**config.mk**
```make
export PLATFORM = sky130hd
export DESIGN_NAME = flash_status_host
export DESIGN_NICKNAME = d
export VERILOG_FILES = /design/src/inc/flash_host_pkg.sv /design/src/flash_cycle_engine.sv /design/src/flash_status_host.sv
export VERILOG_INCLUDE_DIRS = /design/src /design/src/inc
export SDC_FILE = /design/constraint.sdc
export NUM_CORES = 1
export LEC_CHECK = 0
export ABC_AREA = 1
export ABC_CLOCK_PERIOD_IN_PS = 4000
export BUFFER_PORTS_ARGS = -buffer_cell sky130_fd_sc_hd__buf_2
export CORE_ASPECT_RATIO = 1.4
export CORE_MARGIN = 3
export CORE_UTILIZATION = 45
export CTS_BUF_LIST = sky130_fd_sc_hd__clkbuf_8 sky130_fd_sc_hd__clkbuf_16
export DETAILED_ROUTE_END_ITERATION = 6
export GPL_TIMING_DRIVEN = 1
export PLACE_DENSITY = 0.65
export SKIP_LAST_GASP = 1
export SYNTH_ARGS = -nofsm -noshare
export SYNTH_HDL_FRONTEND = slang
export SYNTH_SLANG_ARGS = --single-unit
```
**constraint.sdc**
```tcl
create_clock -name clk -period 4 [get_ports clk]
set_input_delay 0.4 -clock clk [delete_from_list [all_inputs] [get_ports clk]]
set_output_delay 0.4 -clock clk [all_outputs]
set_load 0.05 [all_outputs]
```
**src/inc/flash_host_regs.svh**
```systemverilog
/*
   Constants of the flash status controller: register offsets and fields of the
   software-facing registers, flash command bytes, status bit positions on the
   data pins and the bus-cycle timing.
   Assumes a 20 MHz system clock and a byte-wide asynchronous flash.
*/
`ifndef FLASH_HOST_REGS_SVH
`define FLASH_HOST_REGS_SVH

// flash geometry
`define FLASH_ADDR_W 22
`define FLASH_DATA_W 8

// register byte offsets on the wishbone side
`define OFF_CTRL 8'h00
`define OFF_ADDR 8'h04
`define OFF_WDATA 8'h08
`define OFF_STATUS 8'h0C
`define OFF_STAT_ADDR 8'h10

// control register fields
`define CTRL_OP_MSB 2
`define CTRL_OP_LSB 0
`define CTRL_SKIP_WIN_BIT 4

// status register fields
`define STAT_BUSY_BIT 0
`define STAT_DONE_BIT 1
`define STAT_FAIL_BIT 2
`define STAT_LATE_BIT 3
`define STAT_LOST_BIT 4
`define STAT_RDY_BIT 5
`define STAT_LAST_LSB 8
`define STAT_LAST_MSB 15

// command bytes written to the flash
`define FL_CMD_RESET 8'hF0
`define FL_CMD_SECT_ERASE 8'h30

// status bit positions on the flash data pins
`define DQ_POLL_BIT 7
`define DQ_TOGGLE_BIT 6
`define DQ_TOUT_BIT 5
`define DQ_WIN_BIT 3
`define DQ_STOG_BIT 2

// bus-cycle timing
`define CLK_PERIOD_NS 50
`define T_ACC_NS 70
`define T_WP_NS 35
`define T_ACC_CYC ((`T_ACC_NS + `CLK_PERIOD_NS - 1) / `CLK_PERIOD_NS)
`define T_WP_CYC ((`T_WP_NS + `CLK_PERIOD_NS - 1) / `CLK_PERIOD_NS)

`endif

```
**src/inc/flash_host_pkg.sv**
```systemverilog
/*
   Types of the flash status controller: pin bundle, operation codes and
   state encodings.
   Assumes flash_host_regs.svh on the include path.
*/
`include "flash_host_regs.svh"

package flash_host_pkg;

   // everything the controller drives toward the flash
   typedef struct packed {
      logic [`FLASH_ADDR_W-1:0] addr;
      logic [`FLASH_DATA_W-1:0] dq_out;
      logic dq_oe;
      logic ce_n;
      logic oe_n;
      logic we_n;
   } flash_pins_type;

   // operations software can start through the control register
   typedef enum logic [2:0] {
      OP_NONE = 3'h0,
      OP_WRITE = 3'h1,
      OP_READ = 3'h2,
      OP_POLL = 3'h3,
      OP_SECTOR = 3'h4
   } op_type;

   // single bus-cycle engine
   typedef enum logic [3:0] {
      E_IDLE = 4'h1,
      E_SETUP = 4'h2,
      E_STROBE = 4'h4,
      E_HOLD = 4'h8
   } eng_state_type;

   // operation sequencer
   typedef enum logic [8:0] {
      M_IDLE = 9'h001,
      M_XFER = 9'h002,
      M_P_FIRST = 9'h004,
      M_P_NEXT = 9'h008,
      M_P_RECHK = 9'h010,
      M_P_RST = 9'h020,
      M_S_PRE = 9'h040,
      M_S_WR = 9'h080,
      M_S_POST = 9'h100
   } seq_state_type;

endpackage

```
**src/flash_cycle_engine.sv**
```systemverilog
/*
   One asynchronous flash bus cycle, read or write, with chip enable framing
   every cycle so that each read is a separate read cycle to the flash.
   Assumes the flash data pins are synchronous to clk and start is only given
   while the engine is idle.
*/
`timescale 1ns/100ps
`include "flash_host_regs.svh"

module flash_cycle_engine
   import flash_host_pkg::*;
#(
   parameter int RD_CYC = `T_ACC_CYC,
   parameter int WR_CYC = `T_WP_CYC
)(
   input wire logic clk,
   input wire logic rst_n,
   input wire logic start,
   input wire logic is_write,
   input wire logic [`FLASH_ADDR_W-1:0] addr,
   input wire logic [`FLASH_DATA_W-1:0] wdata,
   input wire logic [`FLASH_DATA_W-1:0] dq_in,
   output logic done,
   output logic [`FLASH_DATA_W-1:0] rdata_ff,
   output flash_pins_type pins_ff
);

   eng_state_type state_ff, nxt_state;
   logic [3:0] cnt_ff, nxt_cnt;
   logic wr_ff, nxt_wr;
   logic [`FLASH_DATA_W-1:0] nxt_rdata;
   flash_pins_type nxt_pins;
   flash_pins_type pins_idle;

   // pins parked: no strobe, bus released
   always_comb begin
      pins_idle = '0;
      pins_idle.ce_n = 1'b1;
      pins_idle.oe_n = 1'b1;
      pins_idle.we_n = 1'b1;
   end

   // setup, strobe for the access time (reads) or write pulse time (writes), then one hold cycle
   always_comb begin
      nxt_state = state_ff;
      nxt_cnt = cnt_ff;
      nxt_wr = wr_ff;
      nxt_rdata = rdata_ff;
      nxt_pins = pins_ff;
      done = 1'b0;
      unique case (state_ff)
         E_IDLE: begin
            if (start) begin
               nxt_pins.addr = addr;
               nxt_pins.dq_out = wdata;
               nxt_pins.dq_oe = is_write;
               nxt_pins.ce_n = 1'b0;
               nxt_wr = is_write;
               nxt_state = E_SETUP;
            end
         end
         E_SETUP: begin
            nxt_pins.we_n = ~wr_ff;
            nxt_pins.oe_n = wr_ff;
            nxt_cnt = wr_ff ? 4'(WR_CYC - 1) : 4'(RD_CYC - 1);
            nxt_state = E_STROBE;
         end
         E_STROBE: begin
            if (cnt_ff == 4'h0) begin
               if (!wr_ff) begin
                  nxt_rdata = dq_in; // sampled at the end of the access time
               end
               nxt_pins.we_n = 1'b1;
               nxt_pins.oe_n = 1'b1;
               nxt_state = E_HOLD;
            end else begin
               nxt_cnt = cnt_ff - 4'h1;
            end
         end
         E_HOLD: begin
            // data held past the we_n rise, then the bus is released
            nxt_pins = pins_idle;
            nxt_pins.addr = pins_ff.addr;
            done = 1'b1;
            nxt_state = E_IDLE;
         end
      endcase
   end

   // registers of the engine
   always_ff @(posedge clk or negedge rst_n) begin
      if (!rst_n) begin
         state_ff <= E_IDLE;
         cnt_ff <= 4'h0;
         wr_ff <= 1'b0;
         rdata_ff <= 8'h00;
         pins_ff <= '{addr: '0, dq_out: '0, dq_oe: 1'b0, ce_n: 1'b1, oe_n: 1'b1, we_n: 1'b1};
      end else begin
         state_ff <= nxt_state;
         cnt_ff <= nxt_cnt;
         wr_ff <= nxt_wr;
         rdata_ff <= nxt_rdata;
         pins_ff <= nxt_pins;
      end
   end

endmodule

```
**src/flash_status_host.sv**
```systemverilog
/*
   Host-side controller for a parallel flash that reports program and erase
   progress on its data pins. Software on a classic wishbone bus starts single
   flash cycles, a toggle-bit status poll with failure recovery, or the
   addition of a sector to a pending sector erase with window checks.
   Assumes the flash pins are synchronous to clk and that software starts a
   new operation only when the busy bit reads zero.

*/
`timescale 1ns/100ps
`include "flash_host_regs.svh"

module flash_status_host
   import flash_host_pkg::*;
#(
   parameter int RD_CYC = `T_ACC_CYC,
   parameter int WR_CYC = `T_WP_CYC
)(
   input wire logic clk,
   input wire logic rst_n,
   input wire logic wb_cyc_i,
   input wire logic wb_stb_i,
   input wire logic wb_we_i,
   input wire logic [7:0] wb_adr_i,
   input wire logic [3:0] wb_sel_i,
   input wire logic [31:0] wb_dat_i,
   output logic [31:0] wb_dat_o,
   output logic wb_ack_o,
   output flash_pins_type flash_o,
   input wire logic [`FLASH_DATA_W-1:0] flash_dq_i,
   input wire logic ready_busy_n
);

   // byte-lane merge of a write into a register
   function automatic logic [31:0] merge(input logic [31:0] old, input logic [31:0] dat, input logic [3:0] sel);
      logic [31:0] res;
      res = old;
      for (int i = 0; i < 4; i++) begin
         if (sel[i]) begin
            res[i*8 +: 8] = dat[i*8 +: 8];
         end
      end
      return res;
   endfunction

   seq_state_type state_ff, nxt_state;
   op_type op_ff, nxt_op;
   logic skip_ff, nxt_skip;
   logic wait_ff, nxt_wait;
   logic prev_ff, nxt_prev;
   logic done_ff, nxt_done;
   logic fail_ff, nxt_fail;
   logic late_ff, nxt_late;
   logic lost_ff, nxt_lost;
   logic [`FLASH_DATA_W-1:0] last_ff, nxt_last;
   logic [`FLASH_ADDR_W-1:0] addr_ff, nxt_addr;
   logic [`FLASH_DATA_W-1:0] wdata_ff, nxt_wdata;
   logic [`FLASH_ADDR_W-1:0] saddr_ff, nxt_saddr;
   logic ack_ff, nxt_ack;
   logic [31:0] dat_ff, nxt_dat;
   logic [31:0] rd_mux;
   logic [31:0] status_word;
   logic req, wr_stb, busy;
   op_type wr_op;
   logic eng_start, eng_write, eng_done;
   logic [`FLASH_ADDR_W-1:0] eng_addr;
   logic [`FLASH_DATA_W-1:0] eng_wdata, eng_rdata;

   assign wb_ack_o = ack_ff;
   assign wb_dat_o = dat_ff;
   assign busy = (state_ff != M_IDLE);

   // wishbone slave: answer one cycle after the request, write lands with ack
   assign req = wb_cyc_i & wb_stb_i;
   assign wr_stb = req & wb_we_i & ack_ff;
   assign wr_op = op_type'(wb_dat_i[`CTRL_OP_MSB:`CTRL_OP_LSB]);

   // status word: progress flags, ready/busy pin and last byte from the flash
   always_comb begin
      status_word = 32'h0000_0000;
      status_word[`STAT_BUSY_BIT] = busy;
      status_word[`STAT_DONE_BIT] = done_ff;
      status_word[`STAT_FAIL_BIT] = fail_ff;
      status_word[`STAT_LATE_BIT] = late_ff;
      status_word[`STAT_LOST_BIT] = lost_ff;
      status_word[`STAT_RDY_BIT] = ready_busy_n; // low while programming or erasing
      status_word[`STAT_LAST_MSB:`STAT_LAST_LSB] = last_ff;
   end

   // read decode; unmapped offsets read zero
   always_comb begin
      rd_mux = 32'h0000_0000;
      unique case (wb_adr_i)
         `OFF_CTRL: begin
            rd_mux[`CTRL_OP_MSB:`CTRL_OP_LSB] = op_ff;
            rd_mux[`CTRL_SKIP_WIN_BIT] = skip_ff;
         end
         `OFF_ADDR: rd_mux[`FLASH_ADDR_W-1:0] = addr_ff;
         `OFF_WDATA: rd_mux[`FLASH_DATA_W-1:0] = wdata_ff;
         `OFF_STATUS: rd_mux = status_word;
         `OFF_STAT_ADDR: rd_mux[`FLASH_ADDR_W-1:0] = saddr_ff;
         default: rd_mux = 32'h0000_0000;
      endcase
   end

   // ack and read data registers
   always_comb begin
      nxt_ack = req & ~ack_ff;
      nxt_dat = dat_ff;
      if (req & ~ack_ff & ~wb_we_i) begin
         nxt_dat = rd_mux;
      end
   end

   // what the engine runs in each state; status reads go to a valid address
   always_comb begin
      eng_start = busy & ~wait_ff;
      eng_write = 1'b0;
      eng_addr = saddr_ff;
      eng_wdata = wdata_ff;
      unique case (state_ff)
         M_IDLE: eng_start = 1'b0;
         M_XFER: begin
            eng_write = (op_ff == OP_WRITE);
            eng_addr = addr_ff;
         end
         M_P_FIRST, M_P_NEXT, M_P_RECHK: eng_addr = saddr_ff;
         M_P_RST: begin
            eng_write = 1'b1;
            eng_wdata = `FL_CMD_RESET; // back to array reads after a failure
         end
         M_S_PRE, M_S_POST: eng_addr = addr_ff;
         M_S_WR: begin
            eng_write = 1'b1;
            eng_addr = addr_ff;
            eng_wdata = `FL_CMD_SECT_ERASE;
         end
      endcase
   end

   // register writes, operation start and the sequencer
   always_comb begin
      nxt_state = state_ff;
      nxt_op = op_ff;
      nxt_skip = skip_ff;
      nxt_prev = prev_ff;
      nxt_done = done_ff;
      nxt_fail = fail_ff;
      nxt_late = late_ff;
      nxt_lost = lost_ff;
      nxt_last = last_ff;
      nxt_addr = addr_ff;
      nxt_wdata = wdata_ff;
      nxt_saddr = saddr_ff;
      nxt_wait = eng_start ? 1'b1 : (eng_done ? 1'b0 : wait_ff);
      // operands are frozen while an operation runs
      if (wr_stb && !busy) begin
         if (wb_adr_i == `OFF_ADDR) begin
            nxt_addr = `FLASH_ADDR_W'(merge(32'(addr_ff), wb_dat_i, wb_sel_i));
         end
         if (wb_adr_i == `OFF_WDATA && wb_sel_i[0]) begin
            nxt_wdata = wb_dat_i[`FLASH_DATA_W-1:0];
         end
         if (wb_adr_i == `OFF_STAT_ADDR) begin
            nxt_saddr = `FLASH_ADDR_W'(merge(32'(saddr_ff), wb_dat_i, wb_sel_i));
         end
         if (wb_adr_i == `OFF_CTRL && wb_sel_i[0] && wr_op != OP_NONE) begin
            nxt_op = wr_op;
            nxt_skip = wb_dat_i[`CTRL_SKIP_WIN_BIT];
            nxt_done = 1'b0;
            nxt_fail = 1'b0;
            nxt_late = 1'b0;
            nxt_lost = 1'b0;
            unique case (wr_op)
               OP_WRITE, OP_READ: nxt_state = M_XFER;
               OP_POLL: nxt_state = M_P_FIRST;
               // fast back-to-back sector commands need no window
               OP_SECTOR: nxt_state = wb_dat_i[`CTRL_SKIP_WIN_BIT] ? M_S_WR : M_S_PRE;
               default: nxt_state = M_IDLE;
            endcase
         end
      end
      if (eng_done) begin
         unique case (state_ff)
            M_IDLE: nxt_state = M_IDLE;
            M_XFER: begin
               if (op_ff == OP_READ) begin
                  nxt_last = eng_rdata;
               end
               nxt_done = 1'b1;
               nxt_state = M_IDLE;
            end
            M_P_FIRST: begin
               nxt_last = eng_rdata;
               nxt_prev = eng_rdata[`DQ_TOGGLE_BIT];
               nxt_state = M_P_NEXT;
            end
            M_P_NEXT: begin
               nxt_last = eng_rdata;
               nxt_prev = eng_rdata[`DQ_TOGGLE_BIT];
               if (eng_rdata[`DQ_TOGGLE_BIT] == prev_ff) begin
                  nxt_done = 1'b1; // toggling stopped: operation complete
                  nxt_state = M_IDLE;
               end else if (eng_rdata[`DQ_TOUT_BIT]) begin
                  nxt_state = M_P_RECHK; // timeout bit seen, toggle may just have stopped
               end
            end
            M_P_RECHK: begin
               nxt_last = eng_rdata;
               if (eng_rdata[`DQ_TOGGLE_BIT] == prev_ff) begin
                  nxt_done = 1'b1;
                  nxt_state = M_IDLE;
               end else begin
                  nxt_state = M_P_RST; // still toggling with timeout: failed
               end
            end
            M_P_RST: begin
               nxt_fail = 1'b1;
               nxt_done = 1'b1;
               nxt_state = M_IDLE;
            end
            M_S_PRE: begin
               nxt_last = eng_rdata;
               if (eng_rdata[`DQ_WIN_BIT]) begin
                  // erase already running, a new sector would be ignored
                  nxt_late = 1'b1;
                  nxt_done = 1'b1;
                  nxt_state = M_IDLE;
               end else begin
                  nxt_state = M_S_WR; // window open, sector can be added
               end
            end
            M_S_WR: begin
               nxt_done = skip_ff;
               nxt_state = skip_ff ? M_IDLE : M_S_POST;
            end
            M_S_POST: begin
               nxt_last = eng_rdata;
               // window closed around our command: it may not have been taken
               // the same byte must show erase status, else the command was not seen
               nxt_lost = eng_rdata[`DQ_WIN_BIT] | eng_rdata[`DQ_POLL_BIT];
               nxt_done = 1'b1;
               nxt_state = M_IDLE;
            end
         endcase
      end
   end

   // registers of the controller
   always_ff @(posedge clk or negedge rst_n) begin
      if (!rst_n) begin
         state_ff <= M_IDLE;
         op_ff <= OP_NONE;
         skip_ff <= 1'b0;
         wait_ff <= 1'b0;
         prev_ff <= 1'b0;
         done_ff <= 1'b0;
         fail_ff <= 1'b0;
         late_ff <= 1'b0;
         lost_ff <= 1'b0;
         last_ff <= 8'h00;
         addr_ff <= '0;
         wdata_ff <= 8'h00;
         saddr_ff <= '0;
         ack_ff <= 1'b0;
         dat_ff <= 32'h0000_0000;
      end else begin
         state_ff <= nxt_state;
         op_ff <= nxt_op;
         skip_ff <= nxt_skip;
         wait_ff <= nxt_wait;
         prev_ff <= nxt_prev;
         done_ff <= nxt_done;
         fail_ff <= nxt_fail;
         late_ff <= nxt_late;
         lost_ff <= nxt_lost;
         last_ff <= nxt_last;
         addr_ff <= nxt_addr;
         wdata_ff <= nxt_wdata;
         saddr_ff <= nxt_saddr;
         ack_ff <= nxt_ack;
         dat_ff <= nxt_dat;
      end
   end

   // one flash bus cycle per request; each read is a fresh read cycle
   flash_cycle_engine #(
      .RD_CYC(RD_CYC),
      .WR_CYC(WR_CYC)
   ) u_engine (
      .clk(clk),
      .rst_n(rst_n),
      .start(eng_start),
      .is_write(eng_write),
      .addr(eng_addr),
      .wdata(eng_wdata),
      .dq_in(flash_dq_i),
      .done(eng_done),
      .rdata_ff(eng_rdata),
      .pins_ff(flash_o)
   );

endmodule

```
==> impl_metrics.yaml <==
status:
  status: "finished clean"
logic_synthesis:
  ys_seq_elements: 153
  synth_area_leaders: "dfrtp_1 49%, nand2_1 17%, inv_1 5.0%, nand3_1 3.6%, o21ai_0 2.8%"
  synth_seq_area_share_pct: 50.6
  yosysTopAreaCellShare_pct: 48.9
  ys.flop_type: "dfrtp_1"
  syn_area_um2: 7580
  synth_edf_count: 0
  async_flop_share_pct: 100
  synth_cells: 941
  yosysTopAreaCell: "dfrtp_1"
  ys_warn_count: 0
  syn_avg_cell_area_um2: 8.05
  yosysUniqueCellTypes: 40
worst_hold_path:
  hold_class: "input pin to async pin"
critical_path:
  critPathMaxStageDelay_ps: 980
  reg2reg_slack_ps: 1340
  cp_cell_sequence: "nor2_1 -> inv_1 -> nor2_1 -> nand2_2 -> nand2_2 -> nor2_2 -> nand2_1 -> nand3_1 -> nand2_1"
  cp.arrival_ps: 2970
  worst-setup-path-type: "register to register"
  cp-end-kind: "register"
  cp.required_ps: 4310
  cp.buffers_inverters: 1
  slowest_stage: "nor2_2"
  startpoint_type: "register"
  worstPathMaxFanout: 24
  path_delay_family: "simple AND/OR/NAND/NOR gates"
sta:
  whs_ps: 65.3
  rsz0062_at_grt: "false"
  finalHoldViolCount: 0
  finalCritPeriodShare_pct: 66.5
  worstMarginPinSlew_ps: 1110
  maxSlewHeadroom_pct: 25.9
  fin_crit_ps: 2660
  skew_ps: 8.42
  setup_tns_ps: 0
  setup_viol: 0
  fmax_mhz: 376
  drv_slew: 0
  setup_ws_ps: 1340
clock_network:
  cts_setup_buffers: 0
  cts_resized: 0
  numCtsBuffers: 17
  holdBufCountCts: 0
  clkLatencyLatePin_ps: 430
  htreeDepth: 4
  cts.clk_slew.worst_paths_ps: 60
  cts-root-buf: "clkbuf_16"
  cts.sinks: 153
  cts_tree: "built"
  cts_buffer_depth: 2
global_route:
  grt_pass1_vias: 6352
  grt_max_degree: 154
  grt_use_total_pct: 21.8
  grt_overflow: 0
  grt_pass1_wl_mm: 31.6
  antenna_found_initial: 0
layout:
  ff_latch_area_um2: 3830
  nets: 1099
  stdcell_area_um2: 8810
  fillers: 1568
  drive_gt1_share_pct: 19.9
  multi_input_area_um2: 3130
  diodes: 0
  area_growth_pct: 16.2
power:
  pwr-share-clk_pct: 34.1
  swShare_pct: 34.5
  combPwrFrac_pct: 26.6
  intPower_w: 0.00321
  ir_worst_vdd_mv: 0.339
  seqPwrFrac_pct: 39.2
  p_total_w: 0.00490
  p_leak_nw: 4.74
  powerDensity_nw_per_um2: 557
  switching_power_w: 0.00169
routing:
  num_vias: 6320
  ant_nets: 0
  routed_wl_mm: 19.1
  drc: 0
  drtPass1Iterations: 5
  drt_iter0_drc: 509
  vias_per_cell: 5.05
  wire_per_inst_um: 15.3
floorplanning:
  fp.dieW_um: 116
  start_util_pct: 46.5
  num_io_pins: 125
  rows: 55
  coreArea_um2: 16300
  die_area_um2: 18500
  die_y_um: 160
placed_design:
  dpl.hpwl_mm: 13.1
  port_buffers: 103
  place.gp.congestion: 0.841
  pre_cts_ws_ps: 1390
  dpl_cell_area_um2: 8190
run:
  maxCapViolCount: 0
==> synth_stat cells (2+ instances only) <==
master	instances
dfrtp_1	148
xor2_1	2
nand4_1	7
nor2_2	4
nand2_1	338
o211ai_1	8
a21oi_2	2
nand2_4	3
buf_2	12
nor2_1	53
o21bai_1	6
clkbuf_1	7
a21oi_1	5
nand3_1	55
ha_1	2
inv_1	101
nor3_1	7
o21ai_0	42
buf_6	4
nand3_4	2
dfstp_2	5
mux2_2	8
nand2_2	9
buf_4	15
o21ai_2	22
inv_2	6
nand3b_1	2
nor3_2	3
o21ai_1	42
o22ai_1	7
nor2_4	5
==> worst reg2reg max path: cells and delay by family, from the launching register on <==
kind	cells	cell delay (ps)
flip-flops	1	550
buffers and inverters	1	70
AND/OR/NAND/NOR	8	1920
==> cells by family (layout without fill, tap and decap cells) <==
| family | Yosys count | count (layout) | synth area share (%) |
|---|---|---|---|
| mux | 8 | 8 | 1.19 |
| compound gates | 136 | 136 | 10.8 |
| buf+inv | 146 | 248 | 8.57 |
| other cells | 1 | 10 | 0.0495 |
| xor+xnor | 3 | 3 | 0.347 |
| simple gates | 492 | 492 | 28.1 |
| fa+ha+maj | 2 | 2 | 0.330 |
| flops | 153 | 153 | 50.6 |
==> power by group through the flow <==
stage	Sequential (W)	Combinational, W	Clock, W
2_1_floorplan	0.00203	0.000870	0
3_3_place_gp	0.00194	0.00128	0
3_5_place_dp	0.00195	0.00131	0
4_1_cts	0.00192	0.00131	0.00170
5_1_grt	0.00195	0.00147	0.00177
6_report	0.00192	0.00131	0.00167
==> metal layers <==
layer | track usage [%] | routed length (µm) | vias up
met1 | 26.9 | 8200 | 2986
met3 | 3.88 | 758 | 29
met2 | 38.1 | 9810 | 156
met5 | 0 | 0 | -
met4 | 6.97 | 368 | 0
li1 | - | - | 3149
==> final cells by class <==
cell class	count	share of cell area [%]
Multi-Input combinational cell	651	35.5
Tap cell	199	2.83
Timing Repair Buffer	108	6.49
Clock buffer	22	5.61
Clock inverter	10	1.42
Inverter	108	4.60
Sequential cell	153	43.5
==> path summary, 6_finish.rpt <==
kind | start | endpoint | depth (start not counted)
min in group clk | flash_dq_i[2] | u_engine.rdata_ff[2] | 2
max | state_ff[0] | u_engine.pins_ff[23] | 9
min reg2reg | u_engine.pins_ff[2] | u_engine.pins_ff[2] | 2
max reg2reg | state_ff[0] | u_engine.pins_ff[23] | 9
min | rst_n | u_engine.pins_ff[9] | 2
max in group asynchronous | rst_n | state_ff[3] | 2
==> cell usage in the layout (no fill, tap or decap), drive strengths merged <==
cell / Yosys / final
dfrtp: 148 / 148
a21boi: 1 / 1
mux2: 8 / 8
inv: 107 / 110
and2: 1 / 1
bufinv: 0 / 3
nand2: 350 / 350
o22ai: 7 / 7
nor3: 11 / 11
o31ai: 1 / 1
nor2: 63 / 63
o21bai: 6 / 6
o21ai: 106 / 106
buf: 31 / 108
conb: 1 / 10
clkinv: 1 / 5
clkbuf: 7 / 22
a21oi: 7 / 7
ha: 2 / 2
xor2: 2 / 2
o211ai: 8 / 8
nand4: 8 / 8
xnor2: 1 / 1
nand3b: 2 / 2
dfstp: 5 / 5
nand3: 57 / 57
==> registers in the layout, summed over array words and instances, names as in the netlist, 3 cells and up <==
register / count
u_engine.state_ff: 4
wb_dat_o: 22
u_engine.cnt_ff: 4
wdata_ff: 8
last_ff: 8
saddr_ff: 22
u_engine.pins_ff: 34
u_engine.rdata_ff: 8
addr_ff: 22
state_ff: 9
op_ff: 3
==> through the flow <==
stage                     util, %  instances
after global routing         54.0       1251
final                        54.0       1251
after floorplan                 -        950
after CTS                    54.0       1251
after detailed placement     50.2       1219
after global placement       50.2       1219
Note: power is estimated with default switching activity, not from simulation.
